**config.mk**
```make
export PLATFORM = sky130hd
export DESIGN_NAME = omc_mode_ctrl
export DESIGN_NICKNAME = d
export VERILOG_FILES = /design/src/omc_pkg.sv /design/src/omc_mode_ctrl.sv
export SDC_FILE = /design/constraint.sdc
export NUM_CORES = 1
export LEC_CHECK = 0
export ABC_AREA = 1
export BUFFER_PORTS_ARGS = -buffer_cell sky130_fd_sc_hd__buf_2
export CORE_ASPECT_RATIO = 2
export CORE_MARGIN = 2
export CORE_UTILIZATION = 35
export DETAILED_ROUTE_END_ITERATION = 8
export GPL_TIMING_DRIVEN = 0
export PLACE_DENSITY = 0.71
export SKIP_LAST_GASP = 1
export SLEW_MARGIN = 40
export SYNTH_ARGS = -nofsm -noshare
export SYNTH_HDL_FRONTEND = slang
export SYNTH_SLANG_ARGS = --single-unit
```
**constraint.sdc**
```tcl
create_clock -name pclk -period 1.9 [get_ports pclk]
set_input_delay 0.475 -clock pclk [delete_from_list [all_inputs] [get_ports pclk]]
set_output_delay 0.475 -clock pclk [all_outputs]
set_load 0.02 [all_outputs]
```
**src/omc_pkg.sv**
```systemverilog
// Purpose: constants for the operating mode control block
// Assumes: APB slave with 32-bit data, one register word per offset
// Notes: mode register byte lives in the low eight bits of its word
package omc_pkg;
  // ************************************************************
  // register map
  // ************************************************************
  localparam logic [11:0] OMC_MODE_OFFS = 12'h00B;
  localparam logic [11:0] OMC_MODE_ADDR = 12'h02C;
  localparam logic [11:0] OMC_DBG_OFFS = 12'h010;
  localparam logic [11:0] OMC_STAT_OFFS = 12'h014;
  // ************************************************************
  // mode register fields
  // ************************************************************
  localparam int OMC_B_SPECIAL_MODE_LOW_FLAG = 7;
  localparam int OMC_B_MODE_SELECT_HI = 6;
  localparam int OMC_B_MODE_SELECT_LO = 5;
  localparam int OMC_B_E_CLOCK_STRETCH_ENABLE = 4;
  localparam int OMC_B_INTERNAL_VISIBILITY = 3;
  localparam int OMC_B_EBSW = 2;
  localparam int OMC_B_ZERO = 1;
  localparam int OMC_B_EME = 0;
  // ************************************************************
  // debug control and status fields
  // ************************************************************
  localparam int OMC_B_DBG_EN = 0;
  localparam int OMC_B_DBG_REQ = 1;
  localparam int OMC_B_DBG_EXIT = 2;
  localparam int OMC_B_DBG_ACT = 3;
  // ************************************************************
  // memory map windows while debug is active
  // ************************************************************
  localparam logic [15:0] OMC_DBG_REG_LO = 16'hFF00;
  localparam logic [15:0] OMC_DBG_REG_HI = 16'hFF06;
  localparam logic [15:0] OMC_DBG_ROM_LO = 16'hFF20;
  localparam logic [15:0] OMC_DBG_ROM_HI = 16'hFFFF;
  // ************************************************************
  // mode encodings {special_n, mode_b, mode_a}
  // ************************************************************
  localparam logic [2:0] OMC_M_SSC = 3'h0;
  localparam logic [2:0] OMC_M_SEN = 3'h1;
  localparam logic [2:0] OMC_M_SPER = 3'h2;
  localparam logic [2:0] OMC_M_SEW = 3'h3;
  localparam logic [2:0] OMC_M_NSC = 3'h4;
  localparam logic [2:0] OMC_M_NEN = 3'h5;
  localparam logic [2:0] OMC_M_NRES = 3'h6;
  localparam logic [2:0] OMC_M_NEW = 3'h7;
  localparam logic [7:0] OMC_MODE_RST = 8'h10;
  localparam logic [31:0] OMC_RD_ZERO = 32'h00000000;
  // ************************************************************
  // startup sequencer states
  // ************************************************************
  typedef enum logic [1:0] {
    OMC_ST_RESET = 2'b01,
    OMC_ST_RUN = 2'b10
  } omc_state_t;
endpackage : omc_pkg

```
**src/omc_mode_ctrl.sv**
```systemverilog
// Purpose: operating mode selection, mode register and debug mapping
// Assumes: straps steady while reset is asserted, pins synchronous to pclk
// Notes: straps are caught on the first clock after presetn rises
//
// The APB register port was chosen for this implementation.
`timescale 1ns/1ps
module omc_mode_ctrl
  import omc_pkg::*;
(
  // apb slave
  input wire logic pclk,
  input wire logic presetn,
  input wire logic psel,
  input wire logic penable,
  input wire logic pwrite,
  input wire logic [11:0] paddr,
  input wire logic [31:0] pwdata,
  output logic [31:0] prdata,
  output logic pready,
  output logic pslverr,
  // mode strap pins
  input wire logic background_debug_pin,
  input wire logic mode_select_hi,
  input wire logic mode_select_lo,
  // debug activation sources
  input wire logic serial_debug_cmd,
  input wire logic enter_debug_instruction,
  // processor address for debug map decode
  input wire logic [15:0] cpu_addr,
  // mode outputs
  output logic cpu_halt,
  output logic ext_bus_en,
  output logic ext_bus_wide,
  output logic narrow_split,
  output logic port_ab_gpio,
  output logic port_ab_regs_mapped,
  output logic port_e_regs_mapped,
  output logic mode_reg_mapped,
  output logic e_clock_stretch_enable,
  output logic internal_visibility,
  output logic ext_bus_stop_in_wait,
  output logic background_debug_facility,
  output logic debug_active,
  output logic sel_debug_rom,
  output logic sel_debug_regs,
  output logic user_hi_mem_hidden
);
  // ************************************************************
  // helpers
  // ************************************************************
  function automatic logic is_expanded(input logic [2:0] m);
    is_expanded = (m[0] == 1'b1);
  endfunction : is_expanded

  function automatic logic is_periph(input logic [2:0] m);
    is_periph = (m == OMC_M_SPER) || (m == OMC_M_NRES);
  endfunction : is_periph

  // ************************************************************
  // state
  // ************************************************************
  omc_state_t st_r, st_nxt;
  logic [7:0] mode_r, mode_nxt;
  logic first_wr_r, first_wr_nxt;
  logic sel_once_r, sel_once_nxt;
  logic e_clock_stretch_enable_once_r, e_clock_stretch_enable_once_nxt;
  logic internal_visibility_once_r, internal_visibility_once_nxt;
  logic eme_once_r, eme_once_nxt;
  logic dbg_en_r, dbg_en_nxt;
  logic dbg_act_r, dbg_act_nxt;
  logic [2:0] mcode;
  logic special;
  logic wr_mode, wr_dbg, acc;
  logic [7:0] wb;
  logic [2:0] sel_new;

  assign mcode = mode_r[7:5];
  assign special = ~mode_r[OMC_B_SPECIAL_MODE_LOW_FLAG];
  assign acc = psel & penable;
  assign wb = pwdata[7:0];
  assign wr_mode = acc & pwrite & (paddr == OMC_MODE_ADDR) & ~is_periph(mcode);
  assign wr_dbg = acc & pwrite & (paddr == OMC_DBG_OFFS);
  assign sel_new = {mode_r[OMC_B_SPECIAL_MODE_LOW_FLAG], wb[OMC_B_MODE_SELECT_HI], wb[OMC_B_MODE_SELECT_LO]};

  // ************************************************************
  // next state
  // ************************************************************
  always_comb
  begin
    st_nxt = st_r;
    mode_nxt = mode_r;
    first_wr_nxt = first_wr_r;
    sel_once_nxt = sel_once_r;
    e_clock_stretch_enable_once_nxt = e_clock_stretch_enable_once_r;
    internal_visibility_once_nxt = internal_visibility_once_r;
    eme_once_nxt = eme_once_r;
    dbg_en_nxt = dbg_en_r;
    dbg_act_nxt = dbg_act_r;
    case (st_r)
      OMC_ST_RESET:
      begin
        mode_nxt[7:5] = {background_debug_pin, mode_select_hi, mode_select_lo};
        if ({background_debug_pin, mode_select_hi, mode_select_lo} == OMC_M_NRES)
        begin
          mode_nxt[7:5] = OMC_M_SPER;
        end
        mode_nxt[OMC_B_E_CLOCK_STRETCH_ENABLE] = 1'b1;
        mode_nxt[OMC_B_EBSW] = 1'b0;
        mode_nxt[OMC_B_ZERO] = 1'b0;
        mode_nxt[OMC_B_INTERNAL_VISIBILITY] = ~background_debug_pin;
        mode_nxt[OMC_B_EME] = ~background_debug_pin;
        dbg_en_nxt = ({background_debug_pin, mode_select_hi, mode_select_lo} == OMC_M_SSC);
        dbg_act_nxt = dbg_en_nxt;
        st_nxt = OMC_ST_RUN;
      end
      OMC_ST_RUN:
      begin
        if (wr_mode)
        begin
          first_wr_nxt = 1'b1;
          if (special)
          begin
            if (first_wr_r)
            begin
              mode_nxt[OMC_B_SPECIAL_MODE_LOW_FLAG] = wb[OMC_B_SPECIAL_MODE_LOW_FLAG];
              if (!is_periph({wb[OMC_B_SPECIAL_MODE_LOW_FLAG], wb[OMC_B_MODE_SELECT_HI], wb[OMC_B_MODE_SELECT_LO]}))
              begin
                mode_nxt[OMC_B_MODE_SELECT_HI] = wb[OMC_B_MODE_SELECT_HI];
                mode_nxt[OMC_B_MODE_SELECT_LO] = wb[OMC_B_MODE_SELECT_LO];
              end
              mode_nxt[OMC_B_INTERNAL_VISIBILITY] = wb[OMC_B_INTERNAL_VISIBILITY];
              mode_nxt[OMC_B_EME] = wb[OMC_B_EME];
            end
            mode_nxt[OMC_B_E_CLOCK_STRETCH_ENABLE] = wb[OMC_B_E_CLOCK_STRETCH_ENABLE];
          end
          else
          begin
            if (!sel_once_r && !is_periph(sel_new))
            begin
              mode_nxt[OMC_B_MODE_SELECT_HI] = wb[OMC_B_MODE_SELECT_HI];
              mode_nxt[OMC_B_MODE_SELECT_LO] = wb[OMC_B_MODE_SELECT_LO];
              sel_once_nxt = 1'b1;
            end
            if (!e_clock_stretch_enable_once_r)
            begin
              mode_nxt[OMC_B_E_CLOCK_STRETCH_ENABLE] = wb[OMC_B_E_CLOCK_STRETCH_ENABLE];
              e_clock_stretch_enable_once_nxt = 1'b1;
            end
            if (!internal_visibility_once_r)
            begin
              mode_nxt[OMC_B_INTERNAL_VISIBILITY] = wb[OMC_B_INTERNAL_VISIBILITY];
              internal_visibility_once_nxt = 1'b1;
            end
            if (!eme_once_r)
            begin
              mode_nxt[OMC_B_EME] = wb[OMC_B_EME];
              eme_once_nxt = 1'b1;
            end
            mode_nxt[OMC_B_EBSW] = wb[OMC_B_EBSW];
          end
          mode_nxt[OMC_B_ZERO] = 1'b0;
        end
        if (wr_dbg)
        begin
          dbg_en_nxt = pwdata[OMC_B_DBG_EN];
          if (pwdata[OMC_B_DBG_EXIT])
          begin
            dbg_act_nxt = 1'b0;
          end
        end
        if (dbg_en_r && (serial_debug_cmd || enter_debug_instruction ||
            (wr_dbg && pwdata[OMC_B_DBG_REQ])))
        begin
          dbg_act_nxt = 1'b1;
        end
        if (is_periph(mcode))
        begin
          dbg_act_nxt = 1'b0;
        end
      end
      default:
      begin
        st_nxt = OMC_ST_RESET;
      end
    endcase
  end

  always_ff @(posedge pclk or negedge presetn)
  begin
    if (!presetn)
    begin
      st_r <= OMC_ST_RESET;
      mode_r <= OMC_MODE_RST;
      first_wr_r <= 1'b0;
      sel_once_r <= 1'b0;
      e_clock_stretch_enable_once_r <= 1'b0;
      internal_visibility_once_r <= 1'b0;
      eme_once_r <= 1'b0;
      dbg_en_r <= 1'b0;
      dbg_act_r <= 1'b0;
    end
    else
    begin
      st_r <= st_nxt;
      mode_r <= mode_nxt;
      first_wr_r <= first_wr_nxt;
      sel_once_r <= sel_once_nxt;
      e_clock_stretch_enable_once_r <= e_clock_stretch_enable_once_nxt;
      internal_visibility_once_r <= internal_visibility_once_nxt;
      eme_once_r <= eme_once_nxt;
      dbg_en_r <= dbg_en_nxt;
      dbg_act_r <= dbg_act_nxt;
    end
  end

  // ************************************************************
  // apb read path
  // ************************************************************
  logic [31:0] rd_nxt;
  logic [31:0] prdata_r, prdata_nxt;
  always_comb
  begin
    rd_nxt = OMC_RD_ZERO;
    if (paddr == OMC_MODE_ADDR && !is_periph(mcode))
    begin
      rd_nxt[7:0] = mode_r;
      rd_nxt[OMC_B_ZERO] = 1'b0;
      rd_nxt[OMC_B_E_CLOCK_STRETCH_ENABLE] = mode_r[OMC_B_E_CLOCK_STRETCH_ENABLE] | is_expanded(mcode);
    end
    else if (paddr == OMC_DBG_OFFS)
    begin
      rd_nxt[OMC_B_DBG_EN] = dbg_en_r;
      rd_nxt[OMC_B_DBG_ACT] = dbg_act_r;
    end
    else if (paddr == OMC_STAT_OFFS)
    begin
      rd_nxt[2:0] = mcode;
      rd_nxt[4] = first_wr_r;
    end
  end

  // read word taken in the setup cycle, held through the access phase
  always_comb
  begin
    prdata_nxt = prdata_r;
    if (psel && !penable && !pwrite)
    begin
      prdata_nxt = rd_nxt;
    end
  end

  always_ff @(posedge pclk or negedge presetn)
  begin
    if (!presetn)
    begin
      prdata_r <= OMC_RD_ZERO;
    end
    else
    begin
      prdata_r <= prdata_nxt;
    end
  end

  assign prdata = prdata_r;
  assign pready = 1'b1;
  assign pslverr = acc & ~((paddr == OMC_MODE_ADDR && !is_periph(mcode)) ||
                           paddr == OMC_DBG_OFFS ||
                           (paddr == OMC_STAT_OFFS && !pwrite));

  // ************************************************************
  // mode decode outputs
  // ************************************************************
  // processor held in peripheral
  assign cpu_halt = is_periph(mcode) | (st_r == OMC_ST_RESET);
  // single chip keeps ports general purpose
  assign ext_bus_en = is_expanded(mcode) | is_periph(mcode);
  assign port_ab_gpio = ~ext_bus_en;
  assign ext_bus_wide = (mcode[1:0] == 2'b11) | is_periph(mcode);
  assign narrow_split = (mcode[1:0] == 2'b01);
  assign port_ab_regs_mapped = ~ext_bus_en;
  assign port_e_regs_mapped = ~is_periph(mcode) &
                              ~(is_expanded(mcode) & mode_r[OMC_B_EME]);
  assign mode_reg_mapped = ~is_periph(mcode);
  assign e_clock_stretch_enable = mode_r[OMC_B_E_CLOCK_STRETCH_ENABLE] | is_expanded(mcode);
  assign internal_visibility = mode_r[OMC_B_INTERNAL_VISIBILITY] & ext_bus_en;
  assign ext_bus_stop_in_wait = mode_r[OMC_B_EBSW];
  assign background_debug_facility = dbg_en_r;
  assign debug_active = dbg_act_r;
  assign sel_debug_rom = dbg_act_r && cpu_addr >= OMC_DBG_ROM_LO;
  assign sel_debug_regs = dbg_act_r && cpu_addr >= OMC_DBG_REG_LO &&
                          cpu_addr <= OMC_DBG_REG_HI;
  assign user_hi_mem_hidden = dbg_act_r && cpu_addr >= OMC_DBG_REG_LO &&
                              cpu_addr <= OMC_DBG_ROM_HI;
endmodule : omc_mode_ctrl

```
==> reports/results.tsv <==
metric	value	unit
status	complete, no violations	
Die X	52	µm
crit path buf inv count	2	
Root Driver	clkbuf_8	
Adder-Cell Fraction of Synth Area	1.55	%
DRT iter0 DRCs	22	
Finish-stage setup viols	0	
RePlAce Congestion	0.802	
CP max stage delay	0.40	ns
Hold WC Path Type	in2async	
combinational power share	27.7	%
Simple-Gate Fraction of Synth Area	31.6	%
XOR/XNOR share of the synthesized area	0	%
Peak Freq	0.528	GHz
Pwr Density	470	mW/mm²
DRT Pass-1 Iters	4	
clock sink count	22	
synth-to-layout area growth	42.4	%
worst-path cell chain	inv_2 > nor2_4 > nor4_4 > nand2_2 > nand2_2 > nor3_1 > buf_2	
initial antenna violation count	0	
CTS tree	done	
top cells by area, synth	dfrtp_1 (31%), buf_4 (12%), nand2_1 (10%)	
Tcrit/Tclk final	99.8	%
Multi-input gate area	847	µm²
Routed Antenna Nets	0	
crit end category	output pin	
DP Cell Count	377	
design area	0.00230	mm²
PortBufs	70	
slew margin rel.	66.7	%
sw frac	30.6	%
Final Hold Fails	0	
Total GRT Usage	16.6	%
Netlist Area Pre-Place	0.00161	mm²
Least-Margin Pin Slew	0.500	ns
combinational family with the most area after synthesis	simple AND/OR/NAND/NOR gates	
cell family with most CP delay	simple AND/OR/NAND/NOR gates	
RSZ-0062 raised after global routing	true	
clock share of power	25.9	%
Crit path required time	1.42	ns
die area	0.00520	mm²
Seq/Total Area, Yosys	34.3	%
hold slack	0.173	ns
P_int	0.748	mW
fill count	462	
Crit-path slowest cell	dfrtp_1	
VDD IR max	0.000377	V
Hold-fix buffers, CTS	0	
crit path launch	mode_r[6]	
DP HPWL	3310	µm
layout cell share with drive strength beyond 1	42.6	%
Post-DP Area	0.00212	mm²
Max-cap violations	0	
P_leak	1.34	nW
first-pass GRT wire length	6760	µm
CP arrival	1.42	ns
CP Max Fanout	2	
register area	554	µm²
DR DRC count	0	
Synth warnings	0	
core area	0.00451	mm²
Worst Setup Path Type	reg2out	
mux contribution to synthesized area	0	%
total gr overflow	0	
total I/O pin count	120	
synthesized instance count	229	
Cell variety after synth	31	
die height	100	µm
antenna fix cells	0	
Synth Register Bits	22	
Avg WL per Cell	10.7	µm
H-tree Lvls	1	
largest net degree at the start of global routing	23	
final wirelength	4190	µm
clock transition at the registers of the reported paths	0.08	ns
vias in the first global route	1597	
Fin Clk Skew	0.00473	ns
P_sw	0.330	mW
Tot Pwr	1.08	mW
CTS Buf Count	3	
Yosys top cell area share	31.0	%
# rows	35	
Flop pwr share	46.4	%
Avg Synthesized Cell Area	7.04	µm²
most used cell, CP	nand2_2	
Via density	4.40	
nets	410	
Critical R2R Launch	st_r[0]	
largest area contributor in the netlist	dfrtp_1	
Slew Viols, Final	0	
DR vias	1719	
Starting Density	35.8	%
Synth Area in Compound Gates	10.3	%
clk_lat worst skew	0.26	ns
Final Non-Filler Cells	391	
crit path launch type	flop	
setup tns final	0	ns
fin crit period	1.90	ns
register-to-register setup slack	0.13	ns
clock buffer depth	2	
layer usage:
metal	vias to the layer above	wire, µm	track usage (%)
met3	8	196	1.49
met2	48	2340	30.1
li1	888	-	-
met4	0	72	6.48
met5	-	0	0
met1	775	1580	19.2
flip-flops by register name, summed over array words and instances (netlist names):
name / flops
first_wr_r: 1
st_r: 2
background_debug_facility: 1
eme_once_r: 1
debug_active: 1
prdata: 8
sel_once_r: 1
mode_r: 7
cell usage in the layout (no fill, tap or decap), drive strengths merged:
| cell type | n |
|---|---|
| dfrtp | 20 |
| conb | 25 |
| a211oi | 1 |
| nor2 | 30 |
| nor4 | 1 |
| or2 | 1 |
| dfstp | 2 |
| buf | 109 |
| clkbuf | 4 |
| o31ai | 3 |
| and3 | 1 |
| a21oi | 3 |
| o21ai | 16 |
| a311oi | 1 |
| nand4 | 7 |
| nand3 | 11 |
| inv | 38 |
| a31oi | 2 |
| ha | 2 |
| o22ai | 2 |
| nand2 | 49 |
| nor3 | 8 |
per-stage QoR:
step | setup WS, ns | utilization, %
6_report | 0.00471 | 50.9
5_1_grt | -0.0710 | 50.9
4_1_cts | -0.000206 | 50.0
3_5_place_dp | -0.134 | 47.0
3_3_place_gp | -0.136 | 47.0
2_1_floorplan | 0.0487 | -
power groups by stage:
stage / combinational, mW / clock [mW] / sequential (mW)
CTS: 0.290 / 0.291 / 0.500
global route: 0.327 / 0.308 / 0.503
global placement: 0.278 / 0 / 0.508
detailed placement: 0.282 / 0 / 0.509
finish: 0.299 / 0.280 / 0.500
floorplan: 0.171 / 0 / 0.521
cells by family after synthesis:
kind of cell	after synthesis
adder cells (fa/ha/maj)	2
other	2
AO/OA/AOI/OAI	28
flip-flops	22
AND/OR/NAND/NOR	108
buffers and inverters	67
final timing paths:
check | cells past startpoint | endpoint
setup reg to reg | 9 | mode_r[5]
max in group asynchronous | 1 | mode_r[5]
hold reg to reg | 2 | sel_once_r
setup / recovery | 7 | pslverr
min in group pclk | 2 | sel_once_r
hold / removal | 1 | prdata[2]
layout make-up:
class                   instances  share of cell area [%]
plain buffers                  29                    9.10
clock buffers                   3                    1.80
inverters                      38                    6.21
multi-input cells             163                    36.9
flip-flops and latches         22                    24.1
well taps                      55                    3.00
repair buffers                 81                    18.9
timing repair:
action,in CTS,in global routing
pin swaps,4,2
buffers inserted,11,0
gates resized for setup,6,11
setup endpoints to repair,1,6
endpoints found under the hold margin,0,0
cells in the mapped netlist, drive strengths merged:
master,count
a211oi,1
a21oi,3
a311oi,1
a31oi,2
and3,1
buf,28
clkbuf,1
conb,2
dfrtp,20
dfstp,2
ha,2
inv,38
nand2,49
nand3,11
nand4,7
nor2,30
nor3,8
nor4,1
o21ai,16
o22ai,2
o31ai,3
or2,1
Note: power is estimated with default switching activity, not from simulation.
